### src/sync_serial_map.vh
// register map, field positions and reset values of the synchronous serial port
`ifndef SYNC_SERIAL_MAP_VH
`define SYNC_SERIAL_MAP_VH
// ------------------------------------------------------------
// byte addresses on the register bus
// ------------------------------------------------------------
`define ADDR_CONTROL 12'h000
`define ADDR_STATUS 12'h004
`define ADDR_HIGH_BYTE 12'h008
`define ADDR_LOW_BYTE 12'h00c
`define ADDR_PORT_MODE 12'h010
`define ADDR_CLOCK_STOP 12'h014
`define ADDR_IRQ 12'h018
// ------------------------------------------------------------
// control register fields
// ------------------------------------------------------------
`define CTL_FMT_HI 7
`define CTL_FMT_LO 6
`define CTL_TAIL_EN 5
`define CTL_TAIL_TYPE 4
`define CTL_CLK_EXT 3
`define CTL_DIV_HI 2
`define CTL_DIV_LO 0
`define CTL_RESET 8'h00
`define FMT_CONTINUOUS 2'b10
// ------------------------------------------------------------
// status register fields
// ------------------------------------------------------------
`define STS_FIXED_ONE 7
`define STS_OUT_LEVEL 6
`define STS_OVERRUN 5
`define STS_TAIL_BUSY 1
`define STS_START 0
// ------------------------------------------------------------
// port mode, clock stop and request register fields
// ------------------------------------------------------------
`define PMR_SO_EN 0
`define PMR_SI_EN 1
`define PMR_SCK_EN 2
`define PMR_OPEN_DRAIN 3
`define PMR_RESET 4'h0
`define STOP_PORT_BIT 7
`define STOP_RESET 8'hff
`define IRQ_DONE_BIT 0
// ------------------------------------------------------------
// transfer lengths, tail lengths and prescaler tap positions
// ------------------------------------------------------------
`define LEN_BYTE 5'h08
`define LEN_WORD 5'h10
`define HOLD_STEPS 3'h3
`define LATCH_STEPS 3'h4
`define PRE_WIDTH 11
`define TAP_DIV1024 4'h9
`define TAP_DIV256 4'h7
`define TAP_DIV64 4'h5
`define TAP_DIV32 4'h4
`define TAP_DIV16 4'h3
`define TAP_DIV8 4'h2
`define TAP_DIV4 4'h1
`endif

### src/byte_shift.v
// one data byte: loadable from software, shifts toward the lsb with a new msb
`timescale 1ns/1ps
module byte_shift #(
  parameter W = 8
) (
  input wire pclk,
  input wire presetn,
  input wire clear,
  input wire load,
  input wire [W-1:0] load_data,
  input wire shift,
  input wire shift_in,
  output reg [W-1:0] q
);
  always @(posedge pclk or negedge presetn) begin
    if (!presetn) begin
      q <= {W{1'b0}};
    end else if (clear) begin
      q <= {W{1'b0}};
    end else if (load) begin
      q <= load_data;
    end else if (shift) begin
      q <= {shift_in, q[W-1:1]};
    end
  end
endmodule

### src/clock_prescaler.v
// free-running prescaler that gives the selected serial clock level and its edges
`timescale 1ns/1ps
module clock_prescaler #(
  parameter [3:0] SUB_TAP = 4'ha
) (
  input wire pclk,
  input wire presetn,
  input wire [2:0] div_sel,
  output wire level,
  output wire rise_tick,
  output wire fall_tick
);
`include "sync_serial_map.vh"
  reg [`PRE_WIDTH-1:0] count;
  reg level_prev;
  reg [3:0] tap;

  always @* begin
    case (div_sel)
      3'h0: tap = `TAP_DIV1024;
      3'h1: tap = `TAP_DIV256;
      3'h2: tap = `TAP_DIV64;
      3'h3: tap = `TAP_DIV32;
      3'h4: tap = `TAP_DIV16;
      3'h5: tap = `TAP_DIV8;
      3'h6: tap = `TAP_DIV4;
      default: tap = SUB_TAP;
    endcase
  end

  // a tap bit toggles every half period, so the clock is high then low for equal time
  assign level = ~count[tap];
  assign rise_tick = level & ~level_prev;
  assign fall_tick = ~level & level_prev;

  always @(posedge pclk or negedge presetn) begin
    if (!presetn) begin
      count <= {`PRE_WIDTH{1'b0}};
      level_prev <= 1'b1;
    end else begin
      count <= count + {{(`PRE_WIDTH-1){1'b0}}, 1'b1};
      level_prev <= level;
    end
  end
endmodule

### src/sync_serial_tail_mark_port.v
// synchronous serial port with two-wire tail marks, reached over apb
//
// The APB interface to the registers and the address map are this design's own decisions.
`timescale 1ns/1ps
module sync_serial_tail_mark_port #(
  parameter [3:0] SUB_TAP = 4'ha
) (
  input wire pclk,
  input wire presetn,
  input wire psel,
  input wire penable,
  input wire pwrite,
  input wire [11:0] paddr,
  input wire [31:0] pwdata,
  output reg [31:0] prdata,
  output reg pready,
  output reg pslverr,
  input wire serial_in_pin,
  input wire serial_clock_pin_i,
  output reg serial_clock_pin_o,
  output reg serial_clock_pin_oe,
  output reg serial_out_pin_o,
  output reg serial_out_pin_oe,
  output reg transfer_done_request
);
`include "sync_serial_map.vh"
  // ------------------------------------------------------------
  // registers and state
  // ------------------------------------------------------------
  reg [7:0] serial_control_reg;
  reg [3:0] port_mode_reg;
  reg [7:0] module_clock_stop;
  reg out_level;
  reg overrun_flag;
  reg start_busy_flag;
  reg started;
  reg done_seen;
  reg tail_on;
  reg [2:0] tail_step;
  reg [4:0] bit_cnt;
  reg ext_prev;
  reg [7:0] read_mux;
  wire [7:0] serial_low_byte;
  wire [7:0] serial_high_byte;
  wire p_level;
  wire p_rise;
  wire p_fall;

  wire standby = ~module_clock_stop[`STOP_PORT_BIT];
  wire ext_clk = serial_control_reg[`CTL_CLK_EXT];
  wire tail_en = serial_control_reg[`CTL_TAIL_EN];
  wire tail_latch = serial_control_reg[`CTL_TAIL_TYPE];
  wire word_mode = serial_control_reg[`CTL_FMT_LO];
  wire [1:0] fmt = {serial_control_reg[`CTL_FMT_HI], serial_control_reg[`CTL_FMT_LO]};
  wire continuous = (fmt == `FMT_CONTINUOUS);
  wire open_drain = port_mode_reg[`PMR_OPEN_DRAIN];
  wire si_level = serial_in_pin & port_mode_reg[`PMR_SI_EN];

  // ------------------------------------------------------------
  // apb decode: one wait state so read data comes from a flop
  // ------------------------------------------------------------
  wire access = psel & penable;
  wire commit = access & pready;
  wire wr = commit & pwrite & ~pslverr;
  wire mapped = (paddr == `ADDR_CONTROL) | (paddr == `ADDR_STATUS) |
                (paddr == `ADDR_HIGH_BYTE) | (paddr == `ADDR_LOW_BYTE) |
                (paddr == `ADDR_PORT_MODE) | (paddr == `ADDR_CLOCK_STOP) |
                (paddr == `ADDR_IRQ);
  wire wr_ctl = wr & (paddr == `ADDR_CONTROL) & ~standby;
  wire wr_sts = wr & (paddr == `ADDR_STATUS) & ~standby;
  wire wr_high = wr & (paddr == `ADDR_HIGH_BYTE) & ~standby;
  wire wr_low = wr & (paddr == `ADDR_LOW_BYTE) & ~standby;
  wire reinit = wr_ctl & ~pwdata[`CTL_TAIL_EN];
  wire idle = ~start_busy_flag & ~tail_on;
  wire start_req = wr_sts & pwdata[`STS_START] & idle & ~continuous;

  always @* begin
    read_mux = 8'h00;
    if (paddr == `ADDR_CONTROL) begin
      read_mux = serial_control_reg;
    end else if (paddr == `ADDR_STATUS) begin
      read_mux[`STS_FIXED_ONE] = 1'b1;
      read_mux[`STS_OUT_LEVEL] = out_level;
      read_mux[`STS_OVERRUN] = overrun_flag;
      read_mux[`STS_TAIL_BUSY] = tail_on;
      read_mux[`STS_START] = start_busy_flag;
    end else if (paddr == `ADDR_HIGH_BYTE) begin
      read_mux = serial_high_byte;
    end else if (paddr == `ADDR_LOW_BYTE) begin
      read_mux = serial_low_byte;
    end else if (paddr == `ADDR_PORT_MODE) begin
      read_mux = {4'h0, port_mode_reg};
    end else if (paddr == `ADDR_CLOCK_STOP) begin
      read_mux = module_clock_stop;
    end else if (paddr == `ADDR_IRQ) begin
      read_mux[`IRQ_DONE_BIT] = transfer_done_request;
    end
  end

  always @(posedge pclk or negedge presetn) begin
    if (!presetn) begin
      pready <= 1'b0;
      pslverr <= 1'b0;
      prdata <= 32'h00000000;
    end else begin
      pready <= access & ~pready;
      pslverr <= access & ~pready & ~mapped;
      if (access & ~pready) begin
        prdata <= {24'h000000, read_mux};
      end
    end
  end

  // ------------------------------------------------------------
  // clock source and edge selection
  // ------------------------------------------------------------
  clock_prescaler #(
    .SUB_TAP(SUB_TAP)
  ) u_prescaler (
    .pclk(pclk),
    .presetn(presetn),
    .div_sel(serial_control_reg[`CTL_DIV_HI:`CTL_DIV_LO]),
    .level(p_level),
    .rise_tick(p_rise),
    .fall_tick(p_fall)
  );

  wire ext_rise = serial_clock_pin_i & ~ext_prev;
  wire ext_fall = ~serial_clock_pin_i & ext_prev;
  // internal transfers wait for a prescaler fall so the first bit gets a full period
  wire shifting = start_busy_flag & (ext_clk | started | p_fall);
  wire edge_rise = shifting & (ext_clk ? ext_rise : p_rise);
  wire edge_fall = shifting & (ext_clk ? ext_fall : p_fall);
  wire [4:0] len = word_mode ? `LEN_WORD : `LEN_BYTE;
  wire last_bit = edge_rise & (bit_cnt == len - 5'h01);
  wire late_edge = ext_clk & ~start_busy_flag & done_seen & (ext_rise | ext_fall);

  // ------------------------------------------------------------
  // data bytes
  // ------------------------------------------------------------
  byte_shift #(
    .W(8)
  ) u_high (
    .pclk(pclk),
    .presetn(presetn),
    .clear(standby),
    .load(wr_high),
    .load_data(pwdata[7:0]),
    .shift(edge_rise & word_mode),
    .shift_in(si_level),
    .q(serial_high_byte)
  );

  byte_shift #(
    .W(8)
  ) u_low (
    .pclk(pclk),
    .presetn(presetn),
    .clear(standby),
    .load(wr_low),
    .load_data(pwdata[7:0]),
    .shift(edge_rise),
    .shift_in(word_mode ? serial_high_byte[0] : si_level),
    .q(serial_low_byte)
  );

  // ------------------------------------------------------------
  // tail mark waveform, one step per serial clock cycle
  // ------------------------------------------------------------
  reg tail_sck;
  reg tail_so;
  always @* begin
    tail_sck = 1'b1;
    tail_so = 1'b1;
    case ({tail_latch, tail_step})
      4'h0: begin
        tail_sck = 1'b0;
        tail_so = 1'b0;
      end
      4'h1: tail_so = 1'b0;
      4'h8: begin
        tail_sck = 1'b0;
        tail_so = 1'b1;
      end
      4'ha: tail_so = 1'b0;
      default: tail_so = 1'b1;
    endcase
  end
  wire [2:0] tail_len = tail_latch ? `LATCH_STEPS : `HOLD_STEPS;

  // ------------------------------------------------------------
  // transfer control
  // ------------------------------------------------------------
  always @(posedge pclk or negedge presetn) begin
    if (!presetn) begin
      serial_control_reg <= `CTL_RESET;
      port_mode_reg <= `PMR_RESET;
      module_clock_stop <= `STOP_RESET;
      out_level <= 1'b0;
      overrun_flag <= 1'b0;
      start_busy_flag <= 1'b0;
      started <= 1'b0;
      done_seen <= 1'b0;
      tail_on <= 1'b0;
      tail_step <= 3'h0;
      bit_cnt <= 5'h00;
      ext_prev <= 1'b1;
      transfer_done_request <= 1'b0;
    end else begin
      ext_prev <= serial_clock_pin_i;
      if (wr & (paddr == `ADDR_CLOCK_STOP)) begin
        module_clock_stop <= pwdata[7:0];
      end
      if (wr & (paddr == `ADDR_PORT_MODE)) begin
        port_mode_reg <= pwdata[3:0];
      end
      if (last_bit) begin
        transfer_done_request <= 1'b1;
      end else if (wr & (paddr == `ADDR_IRQ) & ~pwdata[`IRQ_DONE_BIT]) begin
        transfer_done_request <= 1'b0;
      end
      if (standby) begin
        serial_control_reg <= `CTL_RESET;
        out_level <= 1'b0;
        overrun_flag <= 1'b0;
        start_busy_flag <= 1'b0;
        started <= 1'b0;
        done_seen <= 1'b0;
        tail_on <= 1'b0;
        tail_step <= 3'h0;
        bit_cnt <= 5'h00;
      end else if (reinit) begin
        serial_control_reg <= pwdata[7:0];
        start_busy_flag <= 1'b0;
        started <= 1'b0;
        done_seen <= 1'b0;
        tail_on <= 1'b0;
        tail_step <= 3'h0;
        bit_cnt <= 5'h00;
      end else begin
        if (wr_ctl) begin
          serial_control_reg <= pwdata[7:0];
        end
        if (late_edge) begin
          overrun_flag <= 1'b1;
        end else if (wr_sts & ~pwdata[`STS_OVERRUN]) begin
          overrun_flag <= 1'b0;
        end
        if (wr_sts & idle & ~tail_en) begin
          out_level <= pwdata[`STS_OUT_LEVEL];
        end else if (edge_fall) begin
          out_level <= serial_low_byte[0];
        end
        if (start_req) begin
          start_busy_flag <= 1'b1;
          started <= 1'b0;
          done_seen <= 1'b0;
          bit_cnt <= 5'h00;
        end else if (last_bit) begin
          start_busy_flag <= 1'b0;
          started <= 1'b0;
          done_seen <= 1'b1;
          tail_on <= tail_en;
          tail_step <= 3'h0;
        end else begin
          if (shifting & ~ext_clk) begin
            started <= 1'b1;
          end
          if (edge_rise) begin
            bit_cnt <= bit_cnt + 5'h01;
          end
        end
        // the tail advances on whole serial clock cycles of the divider
        if (tail_on & p_fall) begin
          if (tail_step == tail_len - 3'h1) begin
            tail_on <= 1'b0;
            tail_step <= 3'h0;
            // the line rests at the mark's closing level, not the stale data bit
            out_level <= tail_so;
          end else begin
            tail_step <= tail_step + 3'h1;
          end
        end
      end
    end
  end

  // ------------------------------------------------------------
  // pin drivers, registered
  // ------------------------------------------------------------
  // the outgoing bit goes straight to the pin so data and clock fall together
  wire so_level = tail_on ? tail_so : (edge_fall ? serial_low_byte[0] : out_level);
  reg next_sck_o;
  always @* begin
    next_sck_o = 1'b1;
    if (continuous) begin
      next_sck_o = p_level;
    end else if (tail_on) begin
      next_sck_o = tail_sck;
    end else if (shifting) begin
      next_sck_o = p_level;
    end
  end

  always @(posedge pclk or negedge presetn) begin
    if (!presetn) begin
      serial_clock_pin_o <= 1'b1;
      serial_clock_pin_oe <= 1'b0;
      serial_out_pin_o <= 1'b0;
      serial_out_pin_oe <= 1'b0;
    end else begin
      serial_clock_pin_o <= next_sck_o;
      serial_clock_pin_oe <= port_mode_reg[`PMR_SCK_EN] & ~ext_clk;
      // open drain only pulls low; a high level is left to the pull-up
      serial_out_pin_o <= open_drain ? 1'b0 : so_level;
      serial_out_pin_oe <= port_mode_reg[`PMR_SO_EN] & (~open_drain | ~so_level);
    end
  end
endmodule

### config.mk
export PLATFORM = sky130hd
export DESIGN_NAME = sync_serial_tail_mark_port
export DESIGN_NICKNAME = d
export VERILOG_FILES = /design/src/byte_shift.v /design/src/clock_prescaler.v /design/src/sync_serial_tail_mark_port.v
export VERILOG_INCLUDE_DIRS = /design/src
export SDC_FILE = /design/constraint.sdc
export NUM_CORES = 1
export LEC_CHECK = 0
export ABC_AREA = 0
export CORE_MARGIN = 5
export CORE_UTILIZATION = 65
export CTS_CLUSTER_SIZE = 24
export DETAILED_ROUTE_END_ITERATION = 10
export DONT_BUFFER_PORTS = 1
export PLACE_DENSITY = 0.91
export REMOVE_ABC_BUFFERS = 1
export SLEW_MARGIN = 40
export SYNTH_ARGS = -nofsm -noshare
export SYNTH_HDL_FRONTEND = slang
export SYNTH_SLANG_ARGS = --single-unit
### constraint.sdc
create_clock -name pclk -period 5.35 [get_ports pclk]
set_input_delay 0.2675 -clock pclk [delete_from_list [all_inputs] [get_ports pclk]]
set_output_delay 0.2675 -clock pclk [all_outputs]
set_load 0.01 [all_outputs]
* After elaboration in Yosys (flattened, before gate mapping)
Cells that the tools add are included.
Word-level totals: input bits 51, logic and storage cells 213, output and inout bits 39, bits in registers 78
Operators by class: equality and inequality tests 29, reductions and logical operators 9, bitwise gates (word level) 69, multiplexer cells 76, add/subtract/negate cells 5, order comparisons 1
Operators by type and width (count):
- two-way mux 8 bit | 13
- two-way mux 1 bit | 44
- AND 1 bit | 43
- equality test 12 x 5 -> 1 bit (second input constant) | 3
- two-way mux 5 bit | 6
- one-hot mux 4 bit (7 select lines) | 1
- two-way mux 3 bit | 9
- equality test 12 x 4 -> 1 bit (second input constant) | 2
- inverter 1 bit | 16
- equality test 12 x 3 -> 1 bit (second input constant) | 1
- zero test 12 bit | 1
- != test 3 x 1 -> 1 bit (second input constant) | 4
- != test 4 x 1 -> 1 bit (second input constant) | 3
- adder 11 x 1 -> 11 bit (second input constant) | 1
- OR 1 bit | 10
- equality test 3 bit (second input constant) | 3
- equality test 4 bit (second input constant) | 2
- two-way mux 7 bit | 1
- equality test 3 x 2 -> 1 bit (second input constant) | 2
- AND reduction 2 bit | 3
- adder 5 x 1 -> 5 bit (second input constant) | 1
- equality test 5 bit | 1
- < comparator 4 x 5 -> 1 bit (second input constant) | 1
- != test 5 x 1 -> 1 bit (second input constant) | 1
- other kinds (17) | 17

* Depth between registers and ports, before layout
Gate-level depths: netlist (run 1).
depth after elaboration 15, depth in mapped cells 8, depth with buffers taken out 7

* Hierarchy
From an unflattened synthesis (run 1), not the netlist that was laid out.
Second synthesis, totals: cells, all modules 441, area total of the unflattened synthesis 4433.0 µm²
By module, submodules not included:
- sync_serial_tail_mark_port | cells each 324, instances 1, area an instance 3066.7 µm², seq. area each 1263.7 µm²
- byte_shift | cells each 35, instances 2, area an instance 409.1 µm², seq. area each 200.2 µm²
- clock_prescaler | cells each 47, instances 1, area an instance 548.0 µm², seq. area each 301.5 µm²

* Least setup slack after synthesis (run 1)
Ideal clock, no wire load.
path type flip-flop to flip-flop, start point register module_clock_stop[7], end point register u_low.q[0], buffers on the path 0, arrival 1647 ps, path slack 3573 ps, stages on the path, launching flop included 6, period minus slack after synthesis 1777 ps, data required time 5220 ps, library setup time 130 ps, path through dfstp_2 and4b_1 nand2_2 nor4_4 nand2b_1 o21ai_0
On the way: longest elaborated chain between the ends 3, elaborated cells between the ends (all ways) 4, classes of those cells eq/ne: 1; mux: 2; bitwise: 1
RTL lines:
- from (decl) | line sync_serial_tail_mark_port.v:32 | reg [7:0] module_clock_stop;
- from (signal assigned) | line sync_serial_tail_mark_port.v:198 | module_clock_stop <= `STOP_RESET;
- from (signal assigned) | line sync_serial_tail_mark_port.v:212 | module_clock_stop <= pwdata[7:0];
- AND 1 bit | line sync_serial_tail_mark_port.v:72 | wire wr_low = wr & (paddr == `ADDR_LOW_BYTE) & ~standby;
- two-way mux 8 bit | line byte_shift.v:20 | end else if (load) begin
- two-way mux 8 bit | line byte_shift.v:18 | end else if (clear) begin
- to (signal assigned) | line byte_shift.v:17 | q <= {W{1'b0}};
- to (signal assigned) | line byte_shift.v:19 | q <= {W{1'b0}};
- to (signal assigned) | line byte_shift.v:21 | q <= load_data;
- to (decl) | line byte_shift.v:13 | output reg [W-1:0] q
Several ways; a longest one is shown, not always the timed one. A chain may end at the register's enable or synchronous reset.

* Worst setup path after layout (run 1)
start point register module_clock_stop[7], end point register u_low.q[3]
Same word-level chain as after synthesis.

==> results of run 1 <==
worst max-delay path by stage:
stage / from / end / cells after the start
after global routing: module_clock_stop[7]$_DFFE_PN1P_ / u_low.q[1]$_DFFE_PN0P_ / 5
after detailed placement: module_clock_stop[7]$_DFFE_PN1P_ / u_low.q[5]$_DFFE_PN0P_ / 5
final: module_clock_stop[7]$_DFFE_PN1P_ / u_low.q[3]$_DFFE_PN0P_ / 5
after CTS: module_clock_stop[7]$_DFFE_PN1P_ / u_low.q[3]$_DFFE_PN0P_ / 5
after floorplan: module_clock_stop[7]$_DFFE_PN1P_ / u_low.q[0]$_DFFE_PN0P_ / 5
after global placement: module_clock_stop[7]$_DFFE_PN1P_ / u_low.q[3]$_DFFE_PN0P_ / 5
power groups by stage:
stage,Clock [mW],Sequential (mW),Combinational (mW)
3_5_place_dp,0,0.611,0.0249
4_1_cts,0.453,0.600,0.0403
6_report,0.447,0.600,0.0402
3_3_place_gp,0,0.611,0.0243
5_1_grt,0.483,0.600,0.0464
2_1_floorplan,0,0.610,0.0220
metal layers:
| metal | up-vias | track usage (%) | wire length (microns) | part of all wire (%) |
|---|---|---|---|---|
| met5 | - | 0 | 0 | 0 |
| met4 | 0 | 10.40 | 308 | 3.0 |
| met3 | 38 | 6.891 | 1143 | 11 |
| met2 | 203 | 39.78 | 4778 | 46 |
| met1 | 1648 | 33.69 | 4046 | 39 |
| li1 | 1487 | - | - | - |
layout make-up:
cell class	instances	share of cell area, %
multi-input cells	328	48.66
flip-flops and latches	78	42.92
clock buffers	12	3.388
well taps	80	2.186
repair buffers	3	1.038
clock inverters	4	0.9836
inverters	10	0.8197
Yosys cell counts (11+ instances only):
master / count / area (sq um)
a21oi_1: 11 / 55.05
buf_4: 24 / 180.2
dfrtp_1: 67 / 1677
dfstp_2: 11 / 289.0
mux2_2: 15 / 168.9
mux2i_1: 34 / 340.3
nand2_1: 44 / 165.2
nand3_1: 13 / 65.06
nor2_1: 23 / 86.33
nor2b_1: 13 / 81.33
nor3_1: 15 / 75.07
o21ai_0: 19 / 95.09
cell families after synthesis:
family / Yosys count / share of synthesized area (%)
AND/OR/NAND/NOR: 157 / 20.16
flip-flops: 78 / 44.73
AO/OA/AOI/OAI: 75 / 11.65
multiplexers: 49 / 11.59
buffers and inverters: 47 / 6.520
XOR/XNOR: 15 / 2.990
adder cells (fa/ha/maj): 8 / 2.278
other: 1 / 0.08534
metrics by stage:
stage | power, mW | setup WS [ns] | instance area [sq um] | utilization [%]
after floorplan | 0.6320 | 3.510 | 4232 | -
after global placement | 0.6356 | 3.118 | 4332 | 64.83
after detailed placement | 0.6362 | 3.067 | 4332 | 64.83
after CTS | 1.093 | 3.038 | 4579 | 68.54
after global routing | 1.129 | 2.890 | 4579 | 68.54
final | 1.087 | 3.016 | 4579 | 68.54
==> qor.txt, run 1 <==
status - complete, no violations
hold buffers post-CTS - 3
Layout Cells excl Fill - 515
DR iter-0 viols - 365
commonest cells after routing, fill and taps aside - dfrtp_1, nand2_1, mux2i_1
switching pwr - 0.2433 mW
Pre-antenna DRT Iters - 5
Power Dens Cells - 237.3 mW/mm^2
clock root cell - clkbuf_8
multi-input logic area - 0.002228 sq mm
Worst R2R End - u_low.q[3]$_DFFE_PN0P_
GRT Total Usage - 25.50%
number of flops mapped to enable cells by yosys - 0
die area - 0.008505 sq mm
largest delay contributor family on the critical path - simple AND/OR/NAND/NOR gates
max FFs per register - 11
clock sink total - 78
Seq/Total Area, Yosys - 44.73%
total global routing overflow - 0
# DRC - 0
Static Leak - 2.053 nW
routability cong. - 0.9405
Final nets - 489
first-pass GRT wire length - 16.94 mm
vias in the first global route - 3308
worst-case clock buffer depth - 2
Port Buf Inserts - 0
vias after detailed routing - 3376
# setup viols final - 0
Chip Width - 92.22 microns
Seq pwr share - 55.2%
Final period util - 43.62%
placed insts - 496
Slew headroom - 46.78%
crit path DAT - 2.55 ns
Worst Skew - 0.01297 ns
Post-CTS Resized - 0
Sw Share - 22.39%
Comb pwr share - 3.7%
r2r setup slk - 3.02 ns
hold endpoint - u_low.q[0]$_DFFE_PN0P_
worst r2r path cells - 5
register area - 0.001966 sq mm
largest net degree at the start of global routing - 79
commonest non-fill, non-tap cell in the layout - dfrtp_1
antenna violations before repair - 0
final hold slack - 0.04049 ns
Top FF cell, synth - dfrtp_1
Biggest register - u_prescaler.count
Fmax achieved - 428.5 MHz
internal power - 0.8435 mW
number of CTS-inserted buffers - 9
Critical R2R Launch - module_clock_stop[7]$_DFFE_PN1P_
setup TNS - 0 ns
RSZ-0062 raised after global routing - false
CP Data Required Time - 5.56 ns
Slew Viols, Final - 0
HPWL after DPL - 7.315 mm
core area - 0.006681 sq mm
Ports - 90
Min Clock Period, post-route - 2.334 ns
final WL - 10.28 mm
Buf/Inv on CP - 0
TritonCTS clock tree - built
fill cell count - 463
Syn Std Cell Area - 0.004394 sq mm
Fin. Hold Viols - 0
ant diodes - 0
Hold Path Class - in2reg
count of cell types in the netlist - 63
slowest cell on the critical path - dfstp_2
synth warn - 0
worst skew pair latency - 0.35 ns
H-tree depth - 3
Initial Utilization - 65.77%
Clock Pin Slew Worst Setup and Hold Paths - 0.08 ns
Worst setup EP type - register
Post-CTS Setup Bufs - 0
Clock Power Share - 41.1%
Synth async-reset ratio - 100.0%
number of vias per cell - 6.555
Startpoint Class - register
Worst Path Max Fanout - 16
Die H - 92.22 microns
CP max stage delay - 0.76 ns
ANT nets after route - 0
worst hold start - pwdata[0]
Syn-to-layout area delta - 4.214%
CP Cell Sequence - and4b_1 -> nand2_2 -> nor4_4 -> nand2b_1 -> o21ai_0
WL per Instance - 19.95 microns
Synth Register Bits - 78
Worst Max-Slew Pin Slew - 0.7922 ns
Post-Syn Instances - 430
share of post-route cells with drive strength above 1 - 14.48%
Max Cap Viol - 0
WHS Path Cells - 2
syn avg cell area - 10.22 sq um
worst vdd ir - 0.1267 mV
# rows - 30
WS Path Type - reg2reg
Power figures use the tool's default switching activity.
==> run 2, diff against run 1 <==
--- a/config.mk
+++ b/config.mk
@@ -8,11 +8,11 @@
 export LEC_CHECK = 0
 export ABC_AREA = 0
 export CORE_MARGIN = 5
-export CORE_UTILIZATION = 65
+export CORE_UTILIZATION = 64
 export CTS_CLUSTER_SIZE = 24
 export DETAILED_ROUTE_END_ITERATION = 10
 export DONT_BUFFER_PORTS = 1
-export PLACE_DENSITY = 0.91
+export PLACE_DENSITY = 0.9
 export REMOVE_ABC_BUFFERS = 1
 export SLEW_MARGIN = 40
 export SYNTH_ARGS = -nofsm -noshare
==> constraint.sdc (replaced) <==
create_clock -name pclk -period 2.38 [get_ports pclk]
set_input_delay 0.119 -clock pclk [delete_from_list [all_inputs] [get_ports pclk]]
set_output_delay 0.119 -clock pclk [all_outputs]
set_load 0.01 [all_outputs]
==> qor.txt, run 2 (same netlist as run 1, synthesis figures left out) <==
final hold slack - 0.008963 ns (-0.03153 ns)
Static Leak - 2.123 nW (+3.4%)
Initial Utilization - 65.04% (-0.73 points)
routability cong. - 0.9650 (+2.6%)
# DRC - 0 (unchanged)
Worst Skew - 0.01249 ns (-0.0004725 ns)
RSZ-0062 raised after global routing - false
die area - 0.008623 sq mm (+1.4%)
Buf/Inv on CP - 0 (unchanged)
Slew headroom - 61.26% (+14 points)
final WL - 10.50 mm (+2.2%)
commonest non-fill, non-tap cell in the layout - dfrtp_1
worst skew pair latency - 0.36 ns (about the same)
HPWL after DPL - 7.040 mm (-3.8%)
Biggest register - u_prescaler.count
Critical R2R Launch - serial_control_reg[1]$_DFFE_PN0P_
CP Data Required Time - 2.62 ns (-2.94 ns)
TritonCTS clock tree - built
placed insts - 501 (+1.0%)
WL per Instance - 19.78 microns (-0.87%)
WS Path Type - reg2reg
Slew Viols, Final - 0 (unchanged)
vias in the first global route - 3350 (+1.3%)
number of vias per cell - 6.482 (-1.1%)
ant diodes - 0 (unchanged)
core area - 0.006756 sq mm (+1.1%)
worst-case clock buffer depth - 2 (unchanged)
Max Cap Viol - 0 (unchanged)
Syn-to-layout area delta - 7.773%
final core utilization - 70.09% (+1.6 points)
clock sink total - 78 (unchanged)
most frequent CP cell - mux2i_1
GRT Total Usage - 25.36% (-0.13 points)
Fmax achieved - 488.0 MHz (+14%)
number of CTS-inserted buffers - 9 (unchanged)
CP Capture Point - u_high.q[2]$_DFFE_PN0P_
vias after detailed routing - 3442 (+2.0%)
CP startpoint - serial_control_reg[1]$_DFFE_PN0P_
crit path DAT - 2.29 ns (-0.26 ns)
clock root cell - clkbuf_8
Final period util - 86.11% (+42 points)
worst vdd ir - 0.2852 mV (+130%)
Layout Cells excl Fill - 531 (+3.1%)
CP Cell Sequence - mux2i_1 -> a22oi_2 -> a31oi_4 -> o21ai_4 -> mux2i_1 -> o21ai_1
# setup viols final - 0 (unchanged)
Pre-antenna DRT Iters - 7 (+2)
ANT nets after route - 0 (unchanged)
share of post-route cells with drive strength above 1 - 14.63% (+0.15 points)
CP max stage delay - 0.54 ns (-0.22 ns)
# rows - 30 (unchanged)
max FFs per register - 11 (unchanged)
Worst Path Max Fanout - 8 (-8)
Port Buf Inserts - 0 (unchanged)
DR iter-0 viols - 263 (-28%)
Ports - 90 (unchanged)
Hold Path Class - in2reg
largest delay contributor family on the critical path - compound AO/OA/AOI/OAI gates
first-pass GRT wire length - 17.03 mm (+0.53%)
Worst setup EP type - register
Final nets - 505 (+3.3%)
worst r2r path cells - 6 (+1)
status - complete, no violations
Power Dens Cells - 535.9 mW/mm^2 (+130%)
commonest cells after routing, fill and taps aside - dfrtp_1, nand2_1, mux2i_1
slowest cell on the critical path - dfrtp_1
Worst Max-Slew Pin Slew - 0.5766 ns (-0.2156 ns)
antenna violations before repair - 0 (unchanged)
Levels on crit path - 6 (+1)
r2r setup slk - 0.33 ns (-2.69 ns)
Min Clock Period, post-route - 2.049 ns (-0.2842 ns)
largest net degree at the start of global routing - 79 (unchanged)
Die H - 92.86 microns (+0.69%)
Chip Width - 92.86 microns (+0.69%)
total global routing overflow - 0 (unchanged)
Startpoint Class - register
fill cell count - 463 (unchanged)
Worst R2R End - u_high.q[2]$_DFFE_PN0P_
setup TNS - 0 ns (unchanged)
Clock Pin Slew Worst Setup and Hold Paths - 0.08 ns (about the same)
H-tree depth - 3 (unchanged)
Fin. Hold Viols - 0 (unchanged)
-- run 2: cell count changes in the layout (fill, tap and decap cells not counted) --
| cell | change |
|---|---|
| buf_4 | +5 |
| bufinv_16 | +1 |
| clkbuf_1 | +2 |
| clkbuf_8 | -2 |
| clkinv_2 | -2 |
| clkinv_4 | +1 |
| dlygate4sd3_1 | +11 |
-- run 2: stage by stage --
stage | total power [mW] | setup WS, ns | cell area [sq um]
after floorplan | 1.421 | 0.5399 | 4232
after global placement | 1.431 | 0.4379 | 4369
after detailed placement | 1.432 | 0.3308 | 4369
after CTS | 2.542 | 0.3334 | 4736
after global routing | 2.632 | 0.2171 | 4736
final | 2.538 | 0.3306 | 4736
-- run 2: final cells by class --
class                   count  area [sq um]  share of cell area, %
multi-input cells         328          2228                  47.05
clock buffers              12         135.1                  2.853
flip-flops and latches     78          1966                  41.51
inverters                  10         37.54                 0.7926
clock inverters             4         73.82                  1.559
well taps                  80         100.1                  2.114
repair buffers             19         195.2                  4.122
-- run 2: power breakdown --
part | internal (mW) | leakage [nW] | switching, mW
sequential | 1.34 | 1.03 | 0.0133
combinational | 0.0377 | 0.990 | 0.0854
clock | 0.592 | 0.105 | 0.473
-- run 2: worst min path at each step --
stage                     startpoint                     end  slack (ns)  cells after the start
after floorplan              presetn  bit_cnt[0]$_DFFE_PN0P_       -0.18                      0
after global placement       presetn   prdata[4]$_DFFE_PN0P_       -0.17                      0
after detailed placement     presetn   prdata[4]$_DFFE_PN0P_       -0.18                      0
after CTS                  pwdata[6]   out_level$_DFFE_PN0P_       0.006                      2
after global routing       pwdata[6]   out_level$_DFFE_PN0P_       0.008                      2
final                      pwdata[6]   out_level$_DFFE_PN0P_       0.009                      2
-- run 2: repair_timing --
item                      4_1_cts  5_1_grt
hold endpoints to repair      117        0
buffers inserted                0        0
hold buffers                   14        0
resized for setup               0        0
-- run 2: routing by layer --
metal,share of wire (%),track usage [%]
met1,40,32.68
met2,46,38.99
met3,9.6,8.367
met4,3.8,11.11
met5,0,0
